$ cat config.mk
export PLATFORM = sky130hd
export DESIGN_NAME = ipc_regs
export DESIGN_NICKNAME = d
export VERILOG_FILES = /design/src/common/ipc_pkg.sv /design/src/hdl/ipc_edge_detect.sv /design/src/hdl/ipc_regs.sv
export SDC_FILE = /design/constraint.sdc
export NUM_CORES = 1
export LEC_CHECK = 0
export ABC_CLOCK_PERIOD_IN_PS = 28600
export BUFFER_PORTS_ARGS = -buffer_cell sky130_fd_sc_hd__buf_2
export CAP_MARGIN = 20
export CORE_MARGIN = 1.5
export CORE_UTILIZATION = 30
export CTS_CLUSTER_SIZE = 30
export DETAILED_ROUTE_END_ITERATION = 10
export PLACE_DENSITY = 0.46
export REMOVE_ABC_BUFFERS = 1
export SLEW_MARGIN = 20
export SYNTH_ARGS = -nofsm -noshare
export SYNTH_HDL_FRONTEND = slang
export SYNTH_SLANG_ARGS = --single-unit
$ cat constraint.sdc
create_clock -name ref_clk -period 28.6 [get_ports ref_clk]
set_input_delay 1.43 -clock ref_clk [delete_from_list [all_inputs] [get_ports ref_clk]]
set_output_delay 1.43 -clock ref_clk [all_outputs]
set_load 0.03 [all_outputs]
$ cat src/common/ipc_pkg.sv
// Package for the interrupt priority and control register block.
// Assumes a 10 MHz ref_clk and an APB master with 32-bit data.
package ipc_pkg;
    // ------------------------------------------------------------
    // Register byte offsets.
    // ------------------------------------------------------------
    localparam logic [7:0] IPC_OFS_STATUS = 8'h00;
    localparam logic [7:0] IPC_OFS_CORE = 8'h04;
    localparam logic [7:0] IPC_OFS_CTRL1 = 8'h08;
    localparam logic [7:0] IPC_OFS_CTRL2 = 8'h0C;
    localparam logic [7:0] IPC_OFS_FLAG0 = 8'h10;
    localparam logic [7:0] IPC_OFS_ENABLE0 = 8'h14;
    localparam logic [7:0] IPC_OFS_PRIO0 = 8'h18;
    localparam logic [7:0] IPC_OFS_PRIO1 = 8'h1C;
    localparam logic [7:0] IPC_OFS_PRIO2 = 8'h20;
    localparam logic [7:0] IPC_OFS_PRIO3 = 8'h24;
    // ------------------------------------------------------------
    // Field positions.
    // ------------------------------------------------------------
    localparam int IPC_SR_PRIO_LSB = 5;
    localparam int IPC_CORE_TOP_BIT = 3;
    localparam int IPC_C1_NEST_DIS = 15;
    localparam int IPC_C1_OVA = 14;
    localparam int IPC_C1_OVB = 13;
    localparam int IPC_C1_COVA = 12;
    localparam int IPC_C1_COVB = 11;
    localparam int IPC_C1_ACC_A_OVERFLOW_TRAP_EN = 10;
    localparam int IPC_C1_ACC_B_OVERFLOW_TRAP_EN = 9;
    localparam int IPC_C1_CATASTROPHIC_TRAP_EN = 8;
    localparam int IPC_C1_SHIFT = 7;
    localparam int IPC_C1_DIV0 = 6;
    localparam int IPC_C1_DMA = 5;
    localparam int IPC_C1_MATH = 4;
    localparam int IPC_C1_ADDR = 3;
    localparam int IPC_C1_STACK = 2;
    localparam int IPC_C1_OSC = 1;
    localparam int IPC_C2_ALT = 15;
    localparam int IPC_C2_HOLD = 14;
    localparam int IPC_NUM_SRC = 15;
    // ------------------------------------------------------------
    // Writable masks and reset values.
    // ------------------------------------------------------------
    localparam logic [15:0] IPC_C1_TRAP_MASK = 16'h7EFE;
    localparam logic [15:0] IPC_C1_WR_MASK = 16'hFFFE;
    localparam logic [15:0] IPC_C2_WR_MASK = 16'h8007;
    localparam logic [15:0] IPC_FLAG_MASK = 16'h7FFF;
    localparam logic [2:0] IPC_PRIO_RESET = 3'h0;
    localparam logic [2:0] IPC_PRIO_MAX = 3'h7;
    localparam logic [15:0] IPC_REG_RESET = 16'h0000;
    localparam logic [59:0] IPC_SRC_PRIO_RESET = 60'h0;
    localparam logic [31:0] IPC_RD_UNMAPPED = 32'h0000_0000;
endpackage

$ cat src/hdl/ipc_edge_detect.sv
// Selectable edge detector for one external interrupt input.
// Assumes the input is already synchronous to ref_clk.
`timescale 1ns/1ns
module ipc_edge_detect (
    // Clock and reset.
    input wire logic ref_clk,
    input wire logic rstn,
    // Pin and polarity.
    input wire logic pin,
    input wire logic neg_edge,
    // Detected edge.
    output logic hit
);
    logic prev_q;

    always_ff @(posedge ref_clk) begin
        if (!rstn) begin
            prev_q <= pin;
        end else begin
            prev_q <= pin;
        end
    end

    // Reset tracks the pin level, so a pin already high at release gives no false edge.
    assign hit = neg_edge ? (prev_q & ~pin) : (~prev_q & pin);
endmodule

$ cat src/hdl/ipc_regs.sv
// Interrupt priority, global control and first flag register block.
// Assumes an APB master, synchronous trap strobes and peripheral pulses.
`timescale 1ns/1ns
module ipc_regs
    import ipc_pkg::*;
(
    // Clock and reset.
    input wire logic ref_clk,
    input wire logic rstn,
    // APB slave.
    input wire logic psel,
    input wire logic penable,
    input wire logic pwrite,
    input wire logic [7:0] paddr,
    input wire logic [31:0] pwdata,
    output logic [31:0] prdata,
    output logic pready,
    output logic pslverr,
    // Trap events from the core, one-cycle pulses, and the irq_hold_active level.
    input wire logic acc_a_overflow,
    input wire logic acc_b_overflow,
    input wire logic acc_a_catastrophic,
    input wire logic acc_b_catastrophic,
    input wire logic bad_shift,
    input wire logic divide_zero,
    input wire logic dma_fault,
    input wire logic address_fault,
    input wire logic stack_fault,
    input wire logic osc_fail,
    input wire logic irq_hold_active,
    // Interrupt sources.
    input wire logic [2:0] ext_pin,
    input wire logic [IPC_NUM_SRC-1:0] periph_req,
    // Outputs to the CPU.
    output logic [3:0] cpu_level,
    output logic user_irq_blocked,
    output logic trap_pending,
    output logic alt_vector_select,
    output logic nesting_disable,
    output logic irq_request,
    output logic [3:0] irq_source,
    output logic [2:0] irq_level
);
    // ------------------------------------------------------------
    // State.
    // ------------------------------------------------------------
    logic [2:0] cpu_prio_low_field_q;
    logic cpu_prio_top_bit_q;
    logic [15:0] ctrl1_q;
    logic [15:0] ctrl2_q;
    logic [15:0] flag0_q;
    logic [15:0] enable0_q;
    logic [59:0] src_prio_q;
    logic [31:0] prdata_q;
    logic [2:0] ext_hit;
    logic [15:0] wdata16;
    logic wr_en;
    logic rd_en;
    logic addr_ok;
    logic [15:0] trap_set;
    logic any_trap;
    logic [IPC_NUM_SRC-1:0] flag_set;
    logic [IPC_NUM_SRC-1:0] req_in;
    logic [3:0] best_src;
    logic [2:0] best_prio;
    logic best_valid;

    function automatic logic hit(input logic [7:0] a, input logic [7:0] ofs);
        hit = (a == ofs);
    endfunction

    // ------------------------------------------------------------
    // Bus decode.
    // ------------------------------------------------------------
    assign wr_en = psel & penable & pwrite;
    assign rd_en = psel & ~penable & ~pwrite;
    assign wdata16 = pwdata[15:0];
    assign addr_ok = hit(paddr, IPC_OFS_STATUS) | hit(paddr, IPC_OFS_CORE) | hit(paddr, IPC_OFS_CTRL1)
        | hit(paddr, IPC_OFS_CTRL2) | hit(paddr, IPC_OFS_FLAG0) | hit(paddr, IPC_OFS_ENABLE0)
        | hit(paddr, IPC_OFS_PRIO0) | hit(paddr, IPC_OFS_PRIO1) | hit(paddr, IPC_OFS_PRIO2)
        | hit(paddr, IPC_OFS_PRIO3);
    // Zero wait states keep the bus simple; the error flag marks holes in the map.
    assign pready = 1'b1;
    assign pslverr = psel & penable & ~addr_ok;
    assign prdata = prdata_q;

    // ------------------------------------------------------------
    // External edge detectors.
    // ------------------------------------------------------------
    genvar g;
    generate
        for (g = 0; g < 3; g++) begin : g_ext
            ipc_edge_detect u_edge (
                .ref_clk(ref_clk),
                .rstn(rstn),
                .pin(ext_pin[g]),
                .neg_edge(ctrl2_q[g]),
                .hit(ext_hit[g])
            );
        end
    endgenerate

    // Source 0 is external interrupt 0; the others arrive as peripheral pulses.
    assign req_in = {periph_req[IPC_NUM_SRC-1:1], ext_hit[0]};

    // ------------------------------------------------------------
    // Trap flag sources.
    // ------------------------------------------------------------
    always_comb begin
        trap_set = 16'h0000;
        trap_set[IPC_C1_OVA] = acc_a_overflow & ctrl1_q[IPC_C1_ACC_A_OVERFLOW_TRAP_EN];
        trap_set[IPC_C1_OVB] = acc_b_overflow & ctrl1_q[IPC_C1_ACC_B_OVERFLOW_TRAP_EN];
        trap_set[IPC_C1_COVA] = acc_a_catastrophic & ctrl1_q[IPC_C1_CATASTROPHIC_TRAP_EN];
        trap_set[IPC_C1_COVB] = acc_b_catastrophic & ctrl1_q[IPC_C1_CATASTROPHIC_TRAP_EN];
        trap_set[IPC_C1_SHIFT] = bad_shift;
        trap_set[IPC_C1_DIV0] = divide_zero;
        trap_set[IPC_C1_MATH] = bad_shift | divide_zero;
        trap_set[IPC_C1_DMA] = dma_fault;
        trap_set[IPC_C1_ADDR] = address_fault;
        trap_set[IPC_C1_STACK] = stack_fault;
        trap_set[IPC_C1_OSC] = osc_fail;
    end
    assign any_trap = |trap_set;

    // ------------------------------------------------------------
    // Priority field and top bit.
    // ------------------------------------------------------------
    always_ff @(posedge ref_clk) begin
        if (!rstn) begin
            cpu_prio_low_field_q <= IPC_PRIO_RESET;
        end else if (wr_en && hit(paddr, IPC_OFS_STATUS) && !ctrl1_q[IPC_C1_NEST_DIS]) begin
            cpu_prio_low_field_q <= wdata16[IPC_SR_PRIO_LSB +: 3];
        end
    end

    // A trap raises the level above 7; a write may only clear it, and the set wins.
    always_ff @(posedge ref_clk) begin
        if (!rstn) begin
            cpu_prio_top_bit_q <= 1'b0;
        end else if (any_trap) begin
            cpu_prio_top_bit_q <= 1'b1;
        end else if (wr_en && hit(paddr, IPC_OFS_CORE) && !wdata16[IPC_CORE_TOP_BIT]) begin
            cpu_prio_top_bit_q <= 1'b0;
        end
    end

    assign cpu_level = {cpu_prio_top_bit_q, cpu_prio_low_field_q};
    assign user_irq_blocked = cpu_prio_top_bit_q | (cpu_prio_low_field_q == IPC_PRIO_MAX);
    assign trap_pending = cpu_prio_top_bit_q;

    // ------------------------------------------------------------
    // Control registers.
    // ------------------------------------------------------------
    always_ff @(posedge ref_clk) begin
        if (!rstn) begin
            ctrl1_q <= IPC_REG_RESET;
        end else if (wr_en && hit(paddr, IPC_OFS_CTRL1)) begin
            ctrl1_q <= (wdata16 & IPC_C1_WR_MASK) | trap_set;
        end else begin
            ctrl1_q <= ctrl1_q | trap_set;
        end
    end

    always_ff @(posedge ref_clk) begin
        if (!rstn) begin
            ctrl2_q <= IPC_REG_RESET;
        end else if (wr_en && hit(paddr, IPC_OFS_CTRL2)) begin
            ctrl2_q <= wdata16 & IPC_C2_WR_MASK;
        end
    end

    assign nesting_disable = ctrl1_q[IPC_C1_NEST_DIS];
    assign alt_vector_select = ctrl2_q[IPC_C2_ALT];

    // ------------------------------------------------------------
    // Flags, enables and source priorities.
    // ------------------------------------------------------------
    assign flag_set = req_in;

    always_ff @(posedge ref_clk) begin
        if (!rstn) begin
            flag0_q <= IPC_REG_RESET;
        end else if (wr_en && hit(paddr, IPC_OFS_FLAG0)) begin
            flag0_q <= (wdata16 | {1'b0, flag_set}) & IPC_FLAG_MASK;
        end else begin
            flag0_q <= flag0_q | {1'b0, flag_set};
        end
    end

    always_ff @(posedge ref_clk) begin
        if (!rstn) begin
            enable0_q <= IPC_REG_RESET;
        end else if (wr_en && hit(paddr, IPC_OFS_ENABLE0)) begin
            enable0_q <= wdata16 & IPC_FLAG_MASK;
        end
    end

    // Word w holds sources 4w to 4w+3 in vector order, three bits each in the low nibbles.
    always_ff @(posedge ref_clk) begin
        if (!rstn) begin
            src_prio_q <= IPC_SRC_PRIO_RESET;
        end else if (wr_en && hit(paddr, IPC_OFS_PRIO0)) begin
            src_prio_q[11:0] <= {wdata16[14:12], wdata16[10:8], wdata16[6:4], wdata16[2:0]};
        end else if (wr_en && hit(paddr, IPC_OFS_PRIO1)) begin
            src_prio_q[23:12] <= {wdata16[14:12], wdata16[10:8], wdata16[6:4], wdata16[2:0]};
        end else if (wr_en && hit(paddr, IPC_OFS_PRIO2)) begin
            src_prio_q[35:24] <= {wdata16[14:12], wdata16[10:8], wdata16[6:4], wdata16[2:0]};
        end else if (wr_en && hit(paddr, IPC_OFS_PRIO3)) begin
            src_prio_q[47:36] <= {wdata16[14:12], wdata16[10:8], wdata16[6:4], wdata16[2:0]};
        end
    end

    // ------------------------------------------------------------
    // Arbitration: highest priority wins, lowest source index breaks ties.
    // ------------------------------------------------------------
    always_comb begin
        best_src = 4'h0;
        best_prio = 3'h0;
        best_valid = 1'b0;
        for (int i = IPC_NUM_SRC - 1; i >= 0; i--) begin
            if (flag0_q[i] && enable0_q[i] && (!best_valid || src_prio_q[3*i +: 3] >= best_prio)) begin
                best_src = 4'(i);
                best_prio = src_prio_q[3*i +: 3];
                best_valid = 1'b1;
            end
        end
    end

    // Level 0 is above no CPU level, so a source at 0 is effectively off.
    assign irq_request = best_valid && ({1'b0, best_prio} > cpu_level);
    assign irq_source = best_src;
    assign irq_level = best_prio;

    // ------------------------------------------------------------
    // Read data, captured in the setup phase.
    // ------------------------------------------------------------
    always_ff @(posedge ref_clk) begin
        if (!rstn) begin
            prdata_q <= IPC_RD_UNMAPPED;
        end else if (rd_en) begin
            prdata_q <= IPC_RD_UNMAPPED;
            if (hit(paddr, IPC_OFS_STATUS)) begin
                prdata_q[IPC_SR_PRIO_LSB +: 3] <= cpu_prio_low_field_q;
            end
            if (hit(paddr, IPC_OFS_CORE)) begin
                prdata_q[IPC_CORE_TOP_BIT] <= cpu_prio_top_bit_q;
            end
            if (hit(paddr, IPC_OFS_CTRL1)) begin
                prdata_q[15:0] <= ctrl1_q;
            end
            if (hit(paddr, IPC_OFS_CTRL2)) begin
                prdata_q[15:0] <= ctrl2_q | {1'b0, irq_hold_active, 14'h0};
            end
            if (hit(paddr, IPC_OFS_FLAG0)) begin
                prdata_q[15:0] <= flag0_q;
            end
            if (hit(paddr, IPC_OFS_ENABLE0)) begin
                prdata_q[15:0] <= enable0_q;
            end
        end
    end
endmodule

Word-level counts from Yosys, hierarchy flattened
Cells that the tools add are included.

Bits of input ports: 74. Register bits: 117. Output and inout bits: 50. Logic and storage cells: 209.

$lt $le $gt $ge: 15. Equal/unequal tests: 10. Bitwise operators: 36. Mux-type cells: 56. Reductions and logical operators: 79.

Operators by type and width (number): 2-to-1 mux 16 bit (5); bitwise OR 16 x 15 -> 16 bit (4); 2-to-1 mux 4 bit (15); 2-to-1 mux 3 bit (16); >= comparator 3 bit (14); logical AND 1 bit (42); == test 8 x 5 -> 1 bit (second input constant) (4); 2-to-1 mux 1 bit (19); == test 8 x 4 -> 1 bit (second input constant) (2); == test 8 x 6 -> 1 bit (second input constant) (2); logical NOT 1 bit (16); 2-to-1 mux 15 bit (1); bitwise OR 15 bit (1); logical OR 1 bit (14); bitwise AND 1 bit (11); bitwise OR 1 bit (11); OR reduction 11 bit (1); inverter 1 bit (9); == test 8 x 3 -> 1 bit (second input constant) (1); logical NOT 8 bit (1); greater-than comparator 3 x 4 -> 1 bit (1); AND reduction 4 bit (1); == test 3 bit (second input constant) (1); AND reduction 3 bit (1); 3 further kinds (3).

Logic depth before layout (Yosys ltp)
Word-level depth: 60. Gate-level depth with buffers: 103. Gate-level depth less buffers: 99.

Cells and area by module
Synthesis repeated with hierarchy kept, for this count alone.

Cells, all modules: 858. Area total of the unflattened synthesis: 7008.0 um^2.

By module, submodules not included: ipc_regs (sequential area each 2282.2 um^2, area an instance 6965.4 um^2, times used 1, cells an instance 854); ipc_edge_detect (sequential area each 20.0 um^2, area an instance 42.5 um^2, times used 1, cells an instance 4).

Worst setup path after synthesis
Ideal clock, no wire load.

Path kind: reg2out. From: register flag0_q[14]. To: output port irq_request. Stages on the path, launching flop included: 95. Arrival time: 20.408 ns. Setup slack: 6.762 ns. Cells stage by stage: dfxtp_1 > buf_2 > and3_1 > ha_1 > nand2b_1 > a2111oi_0 > o21ai_0 > nand2_1 > ha_1 > or3b_1 > a221oi_1 > nor2_1 > o31ai_2 > ha_1 > a21oi_1 > o21ai_1 > mux2_2 > ha_1 > [59 not listed] > o21a_1 > ha_1 > nand2b_1 > a2111oi_2 > nor4b_4 > nor2_2 > mux2_2 > ha_1 > nand2b_1 > a21oi_1 > nor2b_1 > a311o_1 > nor2b_1 > o21ai_0 > ha_1 > a31oi_1 > o21ai_0 > a41oi_1.

Longest elaborated chain between the ends: 60.

Ends and longest elaborated chain: start, declared (line ipc_regs.sv:51) `logic [15:0] flag0_q;`; start signal, assigned (line ipc_regs.sv:184) `flag0_q <= (wdata16 | {1'b0, flag_set}) & IPC_FLAG_MASK;`; start signal, assigned (line ipc_regs.sv:186) `flag0_q <= flag0_q | {1'b0, flag_set};`; logical AND 1 bit (*) (line ipc_regs.sv:221) `if (flag0_q[i] && enable0_q[i] && (!best_valid || src_prio_q[3*i +: 3] >= best_prio)) begin`; 2-to-1 mux 3 bit or 2-to-1 mux 1 bit (tied branches) (line ipc_regs.sv:221); >= comparator 3 bit or logical NOT 1 bit (tied branches) (line ipc_regs.sv:221); logical OR 1 bit (line ipc_regs.sv:221); logical AND 1 bit (line ipc_regs.sv:221); 2-to-1 mux 3 bit or 2-to-1 mux 1 bit (tied branches) (line ipc_regs.sv:221); >= comparator 3 bit or logical NOT 1 bit (tied branches) (line ipc_regs.sv:221); logical OR 1 bit (line ipc_regs.sv:221); [45 not listed]; 2-to-1 mux 3 bit or 2-to-1 mux 1 bit (tied branches) (line ipc_regs.sv:221); >= comparator 3 bit or logical NOT 1 bit (tied branches) (line ipc_regs.sv:221); logical OR 1 bit (line ipc_regs.sv:221); logical AND 1 bit (line ipc_regs.sv:221); 2-to-1 mux 3 bit (*) (line ipc_regs.sv:221); named net irq_level[1] (line ipc_regs.sv:42) `output logic [2:0] irq_level`; greater-than comparator 3 x 4 -> 1 bit (*) (line ipc_regs.sv:230) `assign irq_request = best_valid && ({1'b0, best_prio} > cpu_level);`; logical AND 1 bit (*) (line ipc_regs.sv:230); end, declared (line ipc_regs.sv:40) `output logic irq_request,`.

Mark *: on every way through the listed nets, which the timed path passes. The rest lies on a longest branch.

Worst setup path in the final report
From: register enable0_q[14]. To: output port irq_request.

Longest elaborated chain between the ends: 60.

Ends and longest elaborated chain: start, declared (line ipc_regs.sv:52) `logic [15:0] enable0_q;`; start signal, assigned (line ipc_regs.sv:194) `enable0_q <= wdata16 & IPC_FLAG_MASK;`; logical AND 1 bit (*) (line ipc_regs.sv:221); 2-to-1 mux 3 bit or 2-to-1 mux 1 bit (tied branches) (line ipc_regs.sv:221); >= comparator 3 bit or logical NOT 1 bit (tied branches) (line ipc_regs.sv:221); logical OR 1 bit (line ipc_regs.sv:221); logical AND 1 bit (line ipc_regs.sv:221); 2-to-1 mux 3 bit or 2-to-1 mux 1 bit (tied branches) (line ipc_regs.sv:221); >= comparator 3 bit or logical NOT 1 bit (tied branches) (line ipc_regs.sv:221); logical OR 1 bit (line ipc_regs.sv:221); [44 not listed]; logical AND 1 bit (line ipc_regs.sv:221); 2-to-1 mux 3 bit or 2-to-1 mux 1 bit (tied branches) (line ipc_regs.sv:221); >= comparator 3 bit or logical NOT 1 bit (tied branches) (line ipc_regs.sv:221); logical OR 1 bit (line ipc_regs.sv:221); logical AND 1 bit (line ipc_regs.sv:221); 2-to-1 mux 3 bit (line ipc_regs.sv:221); greater-than comparator 3 x 4 -> 1 bit (line ipc_regs.sv:230); logical AND 1 bit (*) (line ipc_regs.sv:230).

Every way passes the cells marked *; elsewhere a longest branch is shown, timed or not.

==> summary.txt <==
Status = finished, final reports clean
Leading area contributor after synthesis = dfxtp_1
Post-CTS Setup Inserts = 0
FF+latch count, synth = 115
Slowest stage delay, CP = 810 ps
Die width = 157 µm
Type of element capturing the critical path = primary output
Syn_area_per_cell = 7.96 µm²
Final std cells w/o fill = 1296
Average wire per standard cell = 19.1 µm
GRT Total Usage = 20.6%
Setup_tns = 0 ps
Least-Margin Pin Slew = 1040 ps
DRC Markers = 0
Critical Path Source Type = register
ANT cells = 0
First-pass GRT wire length = 38000 µm
Buffers on Ports = 87
Crit share post-route = 87.5%
Top post-synthesis cells by area = dfxtp_1 (32%), mux2i_1 (7.9%), a21oi_1 (7.2%), ha_1 (6.5%), nand2_1 (6.3%)
Mapped Cells = 895
Max-cap viol count = 0
Hpwl dp = 18100 µm
Hold Buf Count CTS = 0
Post-synth EDFFs = 0
Number of global-route vias before repair = 6441
Netlist cell types = 82
Layout cell share with drive strength beyond 1 = 17.3%
Final Wtd Congestion = 0.874
Mapped Area = 0.00713 mm²
Async S/R FF share, synth = 0%
Max Slew Vio Count = 0
Setup slack, reg-to-reg = 26930 ps
CP Class = register to primary output
Final-report setup violation count = 0
Critical Path AT = 23600 ps
Design Area, Final = 0.00839 mm²
Clock slew at the register clock pins of the worst setup and hold paths = 60 ps
Worst Skew = 10.4 ps
Commonest non-fill, non-tap cell in the layout = nand2_1
PD cells = 50.1 mW/mm²
Placed insts = 1263
Number of H-tree levels = 4
Share of the synthesized area in the top cell type = 32.3%
Die Height = 157 µm
Unrepaired setup endpoints after global routing = false
PostCTS Resize Cnt = 0
Total grt overflow = 0
Largest fanout on the critical path = 12
Most frequent cells in the layout = nand2_1 (120), dfxtp_1 (115), a21oi_1 (102)
Critical-path top delay cell = a31oi_1
Clk Latency, worst-skew pair = 420 ps
Worst vdd ir = 0.0426 mV
Crit path required time = 27170 ps
CTS tree = built
Vias per inst = 5.24
Sink Count = 115
Most common cell on crit path = ha_1
Sequential area share after synthesis = 32.3%
Worst Hold Class = register to register
Routed WL = 24700 µm
Crit path buf inv count = 3
Detailed Routing Iterations Pass 1 = 7
DRT iter0 DRCs = 467
Pin count of the biggest net entering global routing = 69
Root Buffer = clkbuf_16
Post-route ant nets = 0
Final Hold Viols = 0
Total power = 0.420 mW
Delay-heaviest family, CP = compound AO/OA/AOI/OAI gates
Filler Cell Count = 2523
Detailed-route via count = 6788
# rows = 56
CTS Buf Count = 17
Ys flop type = dfxtp_1
Initial antenna violation count = 0
I/O pins = 124
DP Area = 0.00777 mm²
Starting density of the core = 30.4%
Core box area = 0.0234 mm²
Slew headroom = 30.4%
CTS Buffer Depth = 2
Post-layout util = 35.9%
Nets@finish = 1075
Synth warn = 0
Period minus WS final = 25030 ps
Die area = 0.0247 mm²
Fmax = 0.0399 GHz
Leakage = 3.56 nW
Area delta synth->final = 17.8%
==> synth_stat cells (all sizes together), types with 4 or more instances <==
library cell	number
inv	47
a41oi	4
ha	37
mux2i	56
o22ai	4
a22oi	6
mux2	6
a31oi	12
a222oi	12
nor4	7
a21o	7
and3	9
and2	7
a221oi	6
nand2	121
nor2b	9
o31ai	4
a31o	5
buf	26
or2	8
or3	4
nand3	27
dfxtp	115
nand4	7
clkbuf	35
nor3	12
o21ai	22
o211ai	8
a21oi	103
nand2b	13
a211oi	19
o21a	6
nor2	86
==> cell families (layout without fill, tap and decap cells) <==
group           after synthesis  count (layout)  synth area share [%]
buf+inv                     108             175                  6.87
fa+ha+maj                    37              37                  6.50
flops                       115             115                  32.3
compound gates              250             250                  24.2
simple gates                321             321                  21.2
mux                          62              62                  8.81
other cells                   2              17                 0.105
==> metrics by stage <==
step / setup slack, ps / hold slack (ps)
global route: 1900 / 486
global placement: 4110 / 442
floorplan: 6560 / 432
detailed placement: 4210 / 451
finish: 3570 / 454
CTS: 3640 / 458
==> flip-flops by register name (all words and copies together), names as in the netlist <==
| name | flops |
|---|---|
| prdata | 16 |
| cpu_prio_low_field_q | 3 |
| flag0_q | 15 |
| enable0_q | 15 |
| ctrl2_q | 4 |
| src_prio_q | 45 |
| trap_pending | 1 |
| g_ext.u_edge.prev_q | 1 |
| ctrl1_q | 15 |
==> worst reg2reg max path, cell delays in order, from the launching register on <==
cell	delay [ps]
dfxtp_1	340
nor4_1	850
mux2i_1	290
nor2_1	50
==> final timing paths <==
path                          startpoint                                   end  cells past startpoint
max reg2reg     ctrl1_q[15]$_SDFFE_PN0P_  cpu_prio_low_field_q[0]$_SDFFE_PN0P_                      3
min reg2reg  src_prio_q[30]$_SDFFE_PN0P_           src_prio_q[30]$_SDFFE_PN0P_                      2
max           enable0_q[14]$_SDFFE_PN0P_                           irq_request                     90
min          src_prio_q[30]$_SDFFE_PN0P_           src_prio_q[30]$_SDFFE_PN0P_                      2
==> per-layer routing <==
metal,track usage [%],vias to the layer above,wire length [µm]
li1,-,3364,-
met1,28.8,3232,12100
met2,33.1,179,11300
met3,3.61,13,1100
met4,4.76,0,260
met5,0,-,0
==> report_power, final <==
group	leakage [nW]	switching, mW	total, mW	internal [mW]
registers	0.935	0.00380	0.167	0.164
logic	2.34	0.0189	0.0261	0.00720
clock network	0.286	0.0862	0.227	0.140
==> final cells by class <==
type	count	area, µm²	share of cell area (%)
flip-flops and latches	115	2300	27.4
clock buffers	18	439	5.23
clock inverters	14	176	2.10
repair buffers	96	500	5.96
inverters	47	178	2.12
multi-input cells	687	4400	52.4
well taps	319	399	4.76
No activity file was read; power rests on OpenSTA's default activity.
